<file path="src/core/ctb_regs.svh">
// Constants for the transmit buffer ordering block of a CAN FD channel.
// Assumes a single controller clock; included by the package and modules.
`ifndef CTB_REGS_SVH
`define CTB_REGS_SVH

`define CTB_NUM_BUF 32
`define CTB_IDX_W 5
`define CTB_ID_W 29
`define CTB_NUM_DED 16
`define CTB_QUEUE_MASK 32'hffff0000
`define CTB_PEND_RST 32'h00000000
`define CTB_ID_RST 29'h00000000

`endif

</file>
<file path="src/core/ctb_pkg.sv">
// Types shared by the transmit buffer ordering modules.
// Assumes ctb_regs.svh is on the include path.
`include "ctb_regs.svh"

package ctb_pkg;

    typedef logic [`CTB_ID_W-1:0] ctb_id_type;
    typedef logic [`CTB_IDX_W-1:0] ctb_idx_type;
    typedef logic [`CTB_NUM_BUF-1:0] ctb_vec_type;

    typedef enum logic [0:0] {
        CTB_IDLE,
        CTB_SEND
    } ctb_state_type;

endpackage

</file>
<file path="src/core/ctb_tx_order.sv">
// Transmit buffer ordering: pending requests, arbitration, queue put index.
// Assumes the protocol engine, identifier writes and add requests all run
// on clk; add_req_mask is the data of a write to tx_add_request_reg.
// Buffers 0 to 15 are dedicated and 16 to 31 form the queue; the engine
// holds each request until it pulses tx_done for that frame.
// All inputs come from logic on clk, so none passes a synchroniser.
`timescale 1ns/100ps
`include "ctb_regs.svh"

module ctb_tx_order
(
    input wire logic clk,
    input wire logic rst_b,
    input wire logic add_req_wr,
    input wire ctb_pkg::ctb_vec_type add_req_mask,
    input wire logic id_wr,
    input wire ctb_pkg::ctb_idx_type id_wr_buf,
    input wire ctb_pkg::ctb_id_type id_wr_val,
    input wire logic tx_done,
    output ctb_pkg::ctb_vec_type pending_q,
    output logic tx_req_q,
    output ctb_pkg::ctb_idx_type tx_buf_q,
    output ctb_pkg::ctb_id_type tx_id_q,
    output ctb_pkg::ctb_idx_type put_idx_q,
    output logic queue_full_q
);

    // Lowest set bit of a vector, with a flag for an empty vector.
    // The flag is the top bit, so a caller tests one bit for empty.
    function automatic logic [`CTB_IDX_W:0] lowest_set
    (
        input ctb_pkg::ctb_vec_type vec
    );
        logic [`CTB_IDX_W:0] res;
        res = '0;
        // Scanning downwards lets the lowest set bit make the last hit.
        for (int i = `CTB_NUM_BUF - 1; i >= 0; i--)
        begin
            if (vec[i])
            begin
                res = {1'b1, ctb_pkg::ctb_idx_type'(i)};
            end
        end
        return res;
    endfunction

    // Identifier table.
    ctb_pkg::ctb_id_type id_q [`CTB_NUM_BUF];
    ctb_pkg::ctb_id_type id_d [`CTB_NUM_BUF];

    // Pending requests and the send handshake.
    ctb_pkg::ctb_vec_type pending_d;
    ctb_pkg::ctb_state_type state_q;
    ctb_pkg::ctb_state_type state_d;
    logic tx_req_d;
    ctb_pkg::ctb_idx_type tx_buf_d;
    ctb_pkg::ctb_id_type tx_id_d;

    // Queue put index and the lowest free queue slot.
    ctb_pkg::ctb_idx_type put_idx_d;
    logic queue_full_d;
    logic [`CTB_IDX_W:0] free_low;

    // Arbiter result.
    logic sel_found;
    ctb_pkg::ctb_idx_type sel_idx;

    // The arbiter only sees requests already registered, so a request that
    // lands in the same cycle as a choice waits for the next one, after that frame ends.
    ctb_select u_select
    (
        .pend(pending_q),
        .ids(id_q),
        .found(sel_found),
        .idx(sel_idx)
    );

    // Identifier table, written by software as it stores each message.
    // A rewrite of a pending buffer counts only at the next choice.
    always_comb
    begin
        for (int i = 0; i < `CTB_NUM_BUF; i++)
        begin
            id_d[i] = id_q[i];
        end
        // Only the addressed entry changes.
        if (id_wr)
        begin
            id_d[id_wr_buf] = id_wr_val;
        end
    end

    // Pending requests and the send handshake with the protocol engine.
    // Every value defaults to its register so each path assigns them all.
    always_comb
    begin
        pending_d = pending_q;
        state_d = state_q;
        tx_req_d = tx_req_q;
        tx_buf_d = tx_buf_q;
        tx_id_d = tx_id_q;
        case (state_q)
            ctb_pkg::CTB_IDLE:
            begin
                // The choice uses registered state only, so a write in the
                // same cycle cannot disturb a half-made decision.
                if (sel_found)
                begin
                    tx_req_d = 1'b1;
                    tx_buf_d = sel_idx;
                    tx_id_d = id_q[sel_idx];
                    state_d = ctb_pkg::CTB_SEND;
                end
                else
                begin
                    // Nothing pending: the request stays low.
                    tx_req_d = 1'b0;
                end
            end
            ctb_pkg::CTB_SEND:
            begin
                // A frame on the wire cannot be pre-empted; the choice is
                // revisited only after it has finished. The pending bit and
                // the request fall together on the done edge.
                if (tx_done)
                begin
                    pending_d[tx_buf_q] = 1'b0;
                    tx_req_d = 1'b0;
                    state_d = ctb_pkg::CTB_IDLE;
                end
            end
            default:
            begin
                // An unknown state drops the request and goes back to idle.
                tx_req_d = 1'b0;
                state_d = ctb_pkg::CTB_IDLE;
            end
        endcase
        // Applied last so a new request beats the clear of the same bit.
        // Bits already pending are ORed again, so a repeat does no harm.
        if (add_req_wr)
        begin
            pending_d = pending_d | add_req_mask;
        end
    end

    // Queue put index: lowest-numbered free queue buffer, never cyclic.
    // Built from the next pending vector so that it moves on the same edge
    // as the pending bits it follows.
    always_comb
    begin
        free_low = lowest_set(~pending_d & `CTB_QUEUE_MASK);
        put_idx_d = free_low[`CTB_IDX_W-1:0];
        queue_full_d = !free_low[`CTB_IDX_W];
        // A full queue keeps the last index; software must not add then.
        if (!free_low[`CTB_IDX_W])
        begin
            put_idx_d = put_idx_q;
        end
    end

    // Identifier table registers. Reset clears them so that a buffer never
    // stored still arbitrates with a known value.
    always_ff @(posedge clk)
    begin
        if (!rst_b)
        begin
            for (int i = 0; i < `CTB_NUM_BUF; i++)
            begin
                id_q[i] <= `CTB_ID_RST;
            end
        end
        else
        begin
            for (int i = 0; i < `CTB_NUM_BUF; i++)
            begin
                id_q[i] <= id_d[i];
            end
        end
    end

    // Pending and handshake registers. Reset is synchronous and drops any
    // frame in flight without telling the engine.
    always_ff @(posedge clk)
    begin
        if (!rst_b)
        begin
            pending_q <= `CTB_PEND_RST;
            state_q <= ctb_pkg::CTB_IDLE;
            tx_req_q <= 1'b0;
            tx_buf_q <= '0;
            tx_id_q <= `CTB_ID_RST;
        end
        else
        begin
            pending_q <= pending_d;
            state_q <= state_d;
            tx_req_q <= tx_req_d;
            tx_buf_q <= tx_buf_d;
            tx_id_q <= tx_id_d;
        end
    end

    // Put index registers. After reset every queue buffer is free, so the
    // index starts at the first queue buffer and the queue reads not full.
    // The register is only a copy; the free list itself is pending_q.
    always_ff @(posedge clk)
    begin
        if (!rst_b)
        begin
            put_idx_q <= ctb_pkg::ctb_idx_type'(`CTB_NUM_DED);
            queue_full_q <= 1'b0;
        end
        else
        begin
            put_idx_q <= put_idx_d;
            queue_full_q <= queue_full_d;
        end
    end

endmodule

</file>
<file path="src/core/ctb_select.sv">
// Combinational arbiter that picks the next buffer to send.
// Assumes the pending vector and identifier table come from one clock domain.
`timescale 1ns/100ps
`include "ctb_regs.svh"

module ctb_select
(
    input wire ctb_pkg::ctb_vec_type pend,
    input wire ctb_pkg::ctb_id_type ids [`CTB_NUM_BUF],
    output logic found,
    output ctb_pkg::ctb_idx_type idx
);

    // Scan in ascending buffer order and replace only on a strictly lower
    // identifier, so equal identifiers keep the lowest buffer number.
    // A linear scan is deep logic, traded for small area at 32 buffers.
    always_comb
    begin
        ctb_pkg::ctb_id_type best;
        best = `CTB_ID_RST;
        found = 1'b0;
        idx = '0;
        for (int i = 0; i < `CTB_NUM_BUF; i++)
        begin
            if (pend[i] && (!found || ids[i] < best))
            begin
                found = 1'b1;
                idx = ctb_pkg::ctb_idx_type'(i);
                best = ids[i];
            end
        end
    end

endmodule

</file>
<file path="config.mk">
export PLATFORM = sky130hd
export DESIGN_NAME = ctb_tx_order
export DESIGN_NICKNAME = d
export VERILOG_FILES = /design/src/core/ctb_pkg.sv /design/src/core/ctb_tx_order.sv /design/src/core/ctb_select.sv
export VERILOG_INCLUDE_DIRS = /design/src /design/src/core
export SDC_FILE = /design/constraint.sdc
export NUM_CORES = 2
export LEC_CHECK = 0
export BUFFER_PORTS_ARGS = -buffer_cell sky130_fd_sc_hd__buf_4
export CORE_MARGIN = 4
export CORE_UTILIZATION = 25
export CTS_BUF_LIST = sky130_fd_sc_hd__clkbuf_2 sky130_fd_sc_hd__clkbuf_4 sky130_fd_sc_hd__clkbuf_8
export DETAILED_ROUTE_END_ITERATION = 12
export GPL_TIMING_DRIVEN = 0
export PLACE_DENSITY = 0.35
export SETUP_SLACK_MARGIN = 0.4
export SYNTH_ARGS = -nofsm -noshare
export SYNTH_HDL_FRONTEND = slang
export SYNTH_SLANG_ARGS = --single-unit
</file>
<file path="constraint.sdc">
create_clock -name clk -period 245.9 [get_ports clk]
set_input_delay 49.18 -clock clk [delete_from_list [all_inputs] [get_ports clk]]
set_output_delay 49.18 -clock clk [all_outputs]
set_load 0.02 [all_outputs]
</file>
== Word level (Yosys, flattened, before mapping) ==
Cells that the tools add are included.

* Output and inout bits: 73
* Logic and storage cells: 306
* Bits in registers: 1002
* Input port bits: 71

* $lt $le $gt $ge: 36
* Reduce and logical (&&, ||, !) cells: 97
* Equality and inequality tests: 1
* Muxes and demuxes: 126
* Bitwise gates (word level): 7

{| class="wikitable"
|+ Operators by type and width
! cell !! count
|-
| $mux 29 || 34
|-
| $bwmux 928 || 1
|-
| $lt 29x29->1 || 31
|-
| $bmux 29 s5 || 1
|-
| $demux 29 s5 || 1
|-
| $mux 32 || 3
|-
| $mux 6 || 16
|-
| $mux 5 || 16
|-
| $not 32->32 || 2
|-
| $mux 1 || 37
|-
| $logic_and 1x1->1 || 33
|-
| $and 32x32->32 || 1
|-
| $logic_not 1->1 || 32
|-
| $mux 4 || 8
|-
| $or 32x32->32 || 1
|-
| $logic_or 1x1->1 || 31
|-
| $ge 6x6->1 const B || 2
|-
| $mux 3 || 4
|-
| $not 5->6 || 2
|-
| $lt 5x6->1 const B || 1
|-
| $lt 6x1->1 const B || 1
|-
| $demux 1 s5 || 1
|-
| $ge 5x1->1 const B || 1
|-
| $mux 2 || 2
|-
| other kinds (4) || 5
|}

== Logic depth before layout (Yosys ltp) ==
* Word-level depth: 129
* Gate-level depth with buffers: 552

== Hierarchy ==
A second synthesis with hierarchy kept.

* Cells, all modules: 10004
* Area total of the unflattened synthesis: 79611.4 sq um

{| class="wikitable"
|+ By module, submodules not included
! module !! cells each !! times used !! seq. area each (sq um) !! area an instance (sq um)
|-
| ctb_tx_order || 4926 || 1 || 20059.2 || 44636.6
|-
| ctb_select || 5078 || 1 || 0.0 || 34974.8
|}

== Worst setup path before layout ==
Ideal clock, no wire load.

* Path type: reg2reg
* From: reg pending_q[0]
* To: reg tx_id_q[13]
* Stages on the path, launching flop included: 519
* Slack: 161.204 ns
* Data arrival time: 84.560 ns
* Buffers on the path: 71
* Clock period less this slack: 84.696 ns
* Required time: 245.763 ns
* Cells stage by stage: dfxtp_1 -> buf_4 -> clkbuf_1 -> clkbuf_1 -> nand2_1 -> ha_1 -> a21oi_1 -> o21ai_1 -> a221oi_1 -> o211ai_1 -> a22oi_1 -> clkbuf_1 -> clkbuf_1 -> buf_1 -> nand2_1 -> o21ai_0 -> inv_1 -> ha_1 -> [... 483 more ...] -> a21oi_1 -> nor2b_1 -> o21ai_0 -> nand2b_1 -> a221o_1 -> a21o_1 -> a21o_2 -> or3_2 -> nand2b_1 -> and3_1 -> nand4b_2 -> nor2_2 -> nand4_1 -> clkbuf_1 -> clkbuf_1 -> a21oi_1 -> a22oi_1 -> nand4_1

* Longest elaborated chain between the ends: 129

{| class="wikitable"
|+ Ends and longest elaborated chain
! item !! RTL line !! source
|-
| from (decl) || ctb_tx_order.sv:20 || <nowiki>output ctb_pkg::ctb_vec_type pending_q,</nowiki>
|-
| from (signal assigned) || ctb_tx_order.sv:188 || <nowiki>pending_q <= `CTB_PEND_RST;</nowiki>
|-
| from (signal assigned) || ctb_tx_order.sv:196 || <nowiki>pending_q <= pending_d;</nowiki>
|-
| $mux 29 / $mux 1 (equally long branches) || ctb_select.sv:25 || <nowiki>if (pend[i] && (!found || ids[i] < best))</nowiki>
|-
| $lt 29x29->1 / $logic_not 1->1 (equally long branches) || ctb_select.sv:25 ||
|-
| $logic_or 1x1->1 || ctb_select.sv:25 ||
|-
| $logic_and 1x1->1 || ctb_select.sv:25 ||
|-
| $mux 29 / $mux 1 (equally long branches) || ctb_select.sv:25 ||
|-
| $lt 29x29->1 / $logic_not 1->1 (equally long branches) || ctb_select.sv:25 ||
|-
| $logic_or 1x1->1 || ctb_select.sv:25 ||
|-
| $logic_and 1x1->1 || ctb_select.sv:25 ||
|-
| [... 112 more ...] || - ||
|-
| $mux 29 / $mux 1 (equally long branches) || ctb_select.sv:25 ||
|-
| $lt 29x29->1 / $logic_not 1->1 (equally long branches) || ctb_select.sv:25 ||
|-
| $logic_or 1x1->1 || ctb_select.sv:25 ||
|-
| $logic_and 1x1->1 || ctb_select.sv:25 ||
|-
| $mux 5 || ctb_select.sv:25 ||
|-
| $not 5->6 (not written as such) || ctb_tx_order.sv:111 || <nowiki>tx_id_d = id_q[sel_idx];</nowiki>
|-
| $bmux 29 s5 || ctb_tx_order.sv:111 ||
|-
| $mux 29 (not written as such) (2 in a row) || ctb_tx_order.sv:111 ||
|-
| to (signal assigned) || ctb_tx_order.sv:192 || <nowiki>tx_id_q <= `CTB_ID_RST;</nowiki>
|-
| to (signal assigned) || ctb_tx_order.sv:200 || <nowiki>tx_id_q <= tx_id_d;</nowiki>
|-
| to (decl) || ctb_tx_order.sv:23 || <nowiki>output ctb_pkg::ctb_id_type tx_id_q,</nowiki>
|}

Parallel ways exist; a longest one is shown, timed or not. The select of a mux whose other input is x is not followed.
A chain may end at the register's enable or synchronous reset.

== Worst setup path in the final report ==
* From: reg pending_q[0]
* To: reg tx_id_q[7]

Same word-level chain as after synthesis.

==> results_dict.tcl <==
set metrics [dict create \
    worst_ep_required_time_ps 246760 \
    dieArea_mm2 0.328 \
    postSynthCellCount 11281 \
    track_usage 0.323 \
    slew_headroom -0.119 \
    drc_errors 0 \
    per_cell_routed_wire_length_um 34.8 \
    place_hpwl_um 453000 \
    clk_latency_ps 1100 \
    finalMaxSlewViolations 111 \
    switching_fraction 0.504 \
    die-height_um 573 \
    final_layout_size_suffix_gt1_frac 0.0994 \
    critical_path.endpoint_type "register" \
    floorplan.initialDensity 0.251 \
    ys.flop_type "sky130_fd_sc_hd__dfxtp_1" \
    detail_route.vias_per_cell 5.60 \
    place_area_mm2 0.0866 \
    yosys_register_bits 1002 \
    grt_first_pass_wirelength_um 738000 \
    postSynthAreaPerCell_um2 7.08 \
    die-width_um 573 \
    timing.reg2reg.worst_path_depth 500 \
    final.period_utilization 0.495 \
    postSynthNetCount 12124 \
    drt_pre_antenna_iters 6 \
    postLayoutCoreUtil 0.288 \
    cts.htree.levels 4 \
    maxCapViolations 16 \
    design_area_mm2 0.0915 \
    worst_setup_path_start_kind "register" \
    overflow 0 \
    synth_largest_type_area_fraction 0.251 \
    drt-initial-drc-count 10154 \
    violated_checks "capacitance limit, slew limit" \
    total_power_uw 825 \
    synth_top_area_cell "sky130_fd_sc_hd__dfxtp_1" \
    finalSetupTns_ps 0 \
    most_repeated_cell_in_the_gate_level_netlist_after_synthesis "sky130_fd_sc_hd__nand2_1" \
    ff_latch_area_mm2 0.0201 \
    critical_path.max_fanout 10 \
    tritoncts "yes" \
    first_global_vias 82972 \
    synth_enable_flop_cells 0 \
    critPathMaxStageDelay_ps 1300 \
    via_count 89888 \
    synth_cell_types 158 \
    cp_num_buf_inv 88 \
    final_hold_viol_count 0 \
    total_power_divided_by_cell_area_mw_per_mm2 9.01 \
    tightestPinTransition_ps 1680 \
    synthesis.area_mm2 0.0798 \
    timing.hold.worst_path_depth 1 \
    setup.worst_path.class "reg2reg" \
    netlist_top_cells_area "sky130_fd_sc_hd__dfxtp_1 25%, sky130_fd_sc_hd__nand2_1 14%, sky130_fd_sc_hd__ha_1 12%" \
    design.portCount 144 \
    cts-buffers-inserted 222 \
    grt.met2_usage 0.486 \
    reported_leakage_power_uw 0.0359 \
    total_number_of_placement_rows 207 \
    wirelength_um 558000 \
    cts_root_buf "sky130_fd_sc_hd__clkbuf_8" \
    layout_net_count 12512 \
    layout_min_cycle_time_ps 121820 \
    arrival_time_at_the_worst_endpoint_ps 122680 \
    worst_hold_check_slack_ps 457 \
    synthesis.yosys.warnings 0 \
    synth_seq_area_share 0.251 \
    floorplan.core_area_mm2 0.318 \
    cts_hold_repair.buffers 0 \
    gp_congestion 1.03 \
    synth_common_cells "2954 x sky130_fd_sc_hd__nand2_1, 1642 x sky130_fd_sc_hd__a21oi_1, 1002 x sky130_fd_sc_hd__dfxtp_1" \
    run_status "finished with violations" \
    cts.sink_count 1002 \
    rsz0062_at_grt "false" \
    grt_max_degree 16 \
    critPathSlowestCell "sky130_fd_sc_hd__a32oi_1" \
    maximum_operating_frequency_ghz 0.00821 \
    cts-resized-gates 0 \
    cts_max_path_buffers 4 \
    grt_use_met3 0.0732 \
    critPathMostFrequentCell "sky130_fd_sc_hd__o21ai_0" \
    sequentialPowerShare 0.209 \
    most_utilized_layer_in_the_global_route_result "met2" \
    postRouteAntennaNets 0 \
    net-switching-power_uw 416 \
    final.setup_skew_ps 102 \
    setup-violations-final 0 \
    clock_network_fraction_of_design_power 0.261 \
    gr-usage-met1 0.421 \
    port_bufs 142 \
    critical_path_cell_count 500 \
    area_growth_pct 14.7 \
    clk_pin_slew_worst_paths_ps 60 \
    count_of_buffers_added_by_post_cts_timing_repair_for_setup 0 \
    cpLargestDelayFamily "compound AO/OA/AOI/OAI gates" \
    vdd_ir_drop_max_v 0.00000477 \
    intPower_uw 409 \
    async_flop_share 0 \
    min-delay-path-class "reg2reg" \
    grt_antenna_before_repair 67 \
    multiInputGateArea_mm2 0.0542 \
    filler_cell_count 35171 \
    logic_pwr_share 0.530 \
]
[power groups by stage]
stage / registers (uW) / logic (uW) / clock network (uW)
finish: 172 / 437 / 215
global route: 172 / 460 / 224
global placement: 176 / 420 / 0
detailed placement: 176 / 422 / 0
floorplan: 172 / 243 / 0
CTS: 172 / 425 / 218
[per-layer routing]
metal,part of all wire,wire [um]
met1,0.43,238000
met2,0.42,235000
met3,0.082,45900
met4,0.069,38700
met5,0.00024,132
[flip-flops by register name, indices dropped and copies added (netlist names)]
signal        count
tx_id_q          29
pending_q        32
state_q           1
put_idx_q         5
tx_req_q          1
id_q            928
queue_full_q      1
tx_buf_q          5
[worst register-to-register path: cells and delay by family, from the launching register on]
family	cells	cell delay (ps)
AO/OA/AOI/OAI	191	44010
adder cells (fa/ha/maj)	31	9410
buffers and inverters	88	28840
flip-flops	1	360
multiplexers	10	4400
AND/OR/NAND/NOR	180	34770
[through the flow]
| stage | worst slack, ps | std cells |
|---|---|---|
| floorplan | 161200 | 11281 |
| global placement | 124330 | 15603 |
| detailed placement | 125980 | 15623 |
| CTS | 125610 | 16014 |
| global route | 117210 | 16017 |
| finish | 124080 | 16052 |
[final timing paths]
kind,from,end,slack (ps)
worst max-delay path,pending_q[0],tx_id_q[7],124080
worst max register to register,pending_q[0],tx_id_q[7],124080
worst min-delay path,put_idx_q[4],put_idx_q[4],460
worst min register to register,put_idx_q[4],put_idx_q[4],460
[cell families (layout without fill, tap and decap cells)]
family | after synthesis | after routing | share of synthesized area
AO/OA/AOI/OAI | 3171 | 3171 | 0.238
XOR/XNOR | 43 | 43 | 0.00472
adder cells (fa/ha/maj) | 797 | 797 | 0.124
buffers and inverters | 1277 | 1832 | 0.0710
flip-flops | 1002 | 1002 | 0.251
multiplexers | 530 | 530 | 0.0703
other | 0 | 36 | 0
AND/OR/NAND/NOR | 4461 | 4461 | 0.240
[area by class of cell]
cell class,count,share of cell area
inverter,504,0.0207
timing repair buffer,164,0.0159
antenna,36,0.000984
tap,4180,0.0571
multi-input combinational,9002,0.592
clock inverter,36,0.00410
buffer,773,0.0419
sequential,1002,0.219
clock buffer,355,0.0484
[cells in the final DEF (no fill, tap or decap), types with 74 or more instances in the layout]
| cell | count |
|---|---|
| sky130_fd_sc_hd__dfxtp_1 | 1002 |
| sky130_fd_sc_hd__nor2b_1 | 86 |
| sky130_fd_sc_hd__ha_1 | 772 |
| sky130_fd_sc_hd__a211oi_1 | 114 |
| sky130_fd_sc_hd__o211ai_1 | 74 |
| sky130_fd_sc_hd__inv_1 | 503 |
| sky130_fd_sc_hd__clkbuf_8 | 285 |
| sky130_fd_sc_hd__clkbuf_4 | 80 |
| sky130_fd_sc_hd__mux2i_1 | 314 |
| sky130_fd_sc_hd__clkbuf_1 | 510 |
| sky130_fd_sc_hd__a21o_1 | 185 |
| sky130_fd_sc_hd__nor3_1 | 81 |
| sky130_fd_sc_hd__a31oi_1 | 82 |
| sky130_fd_sc_hd__a21oi_1 | 1642 |
| sky130_fd_sc_hd__nand4_1 | 162 |
| sky130_fd_sc_hd__o21ai_0 | 563 |
| sky130_fd_sc_hd__nand2_1 | 2954 |
| sky130_fd_sc_hd__nor2_1 | 560 |
| sky130_fd_sc_hd__mux2_2 | 194 |
| sky130_fd_sc_hd__buf_4 | 199 |
| sky130_fd_sc_hd__nand3_1 | 213 |
Power figures use the tool's default switching activity.
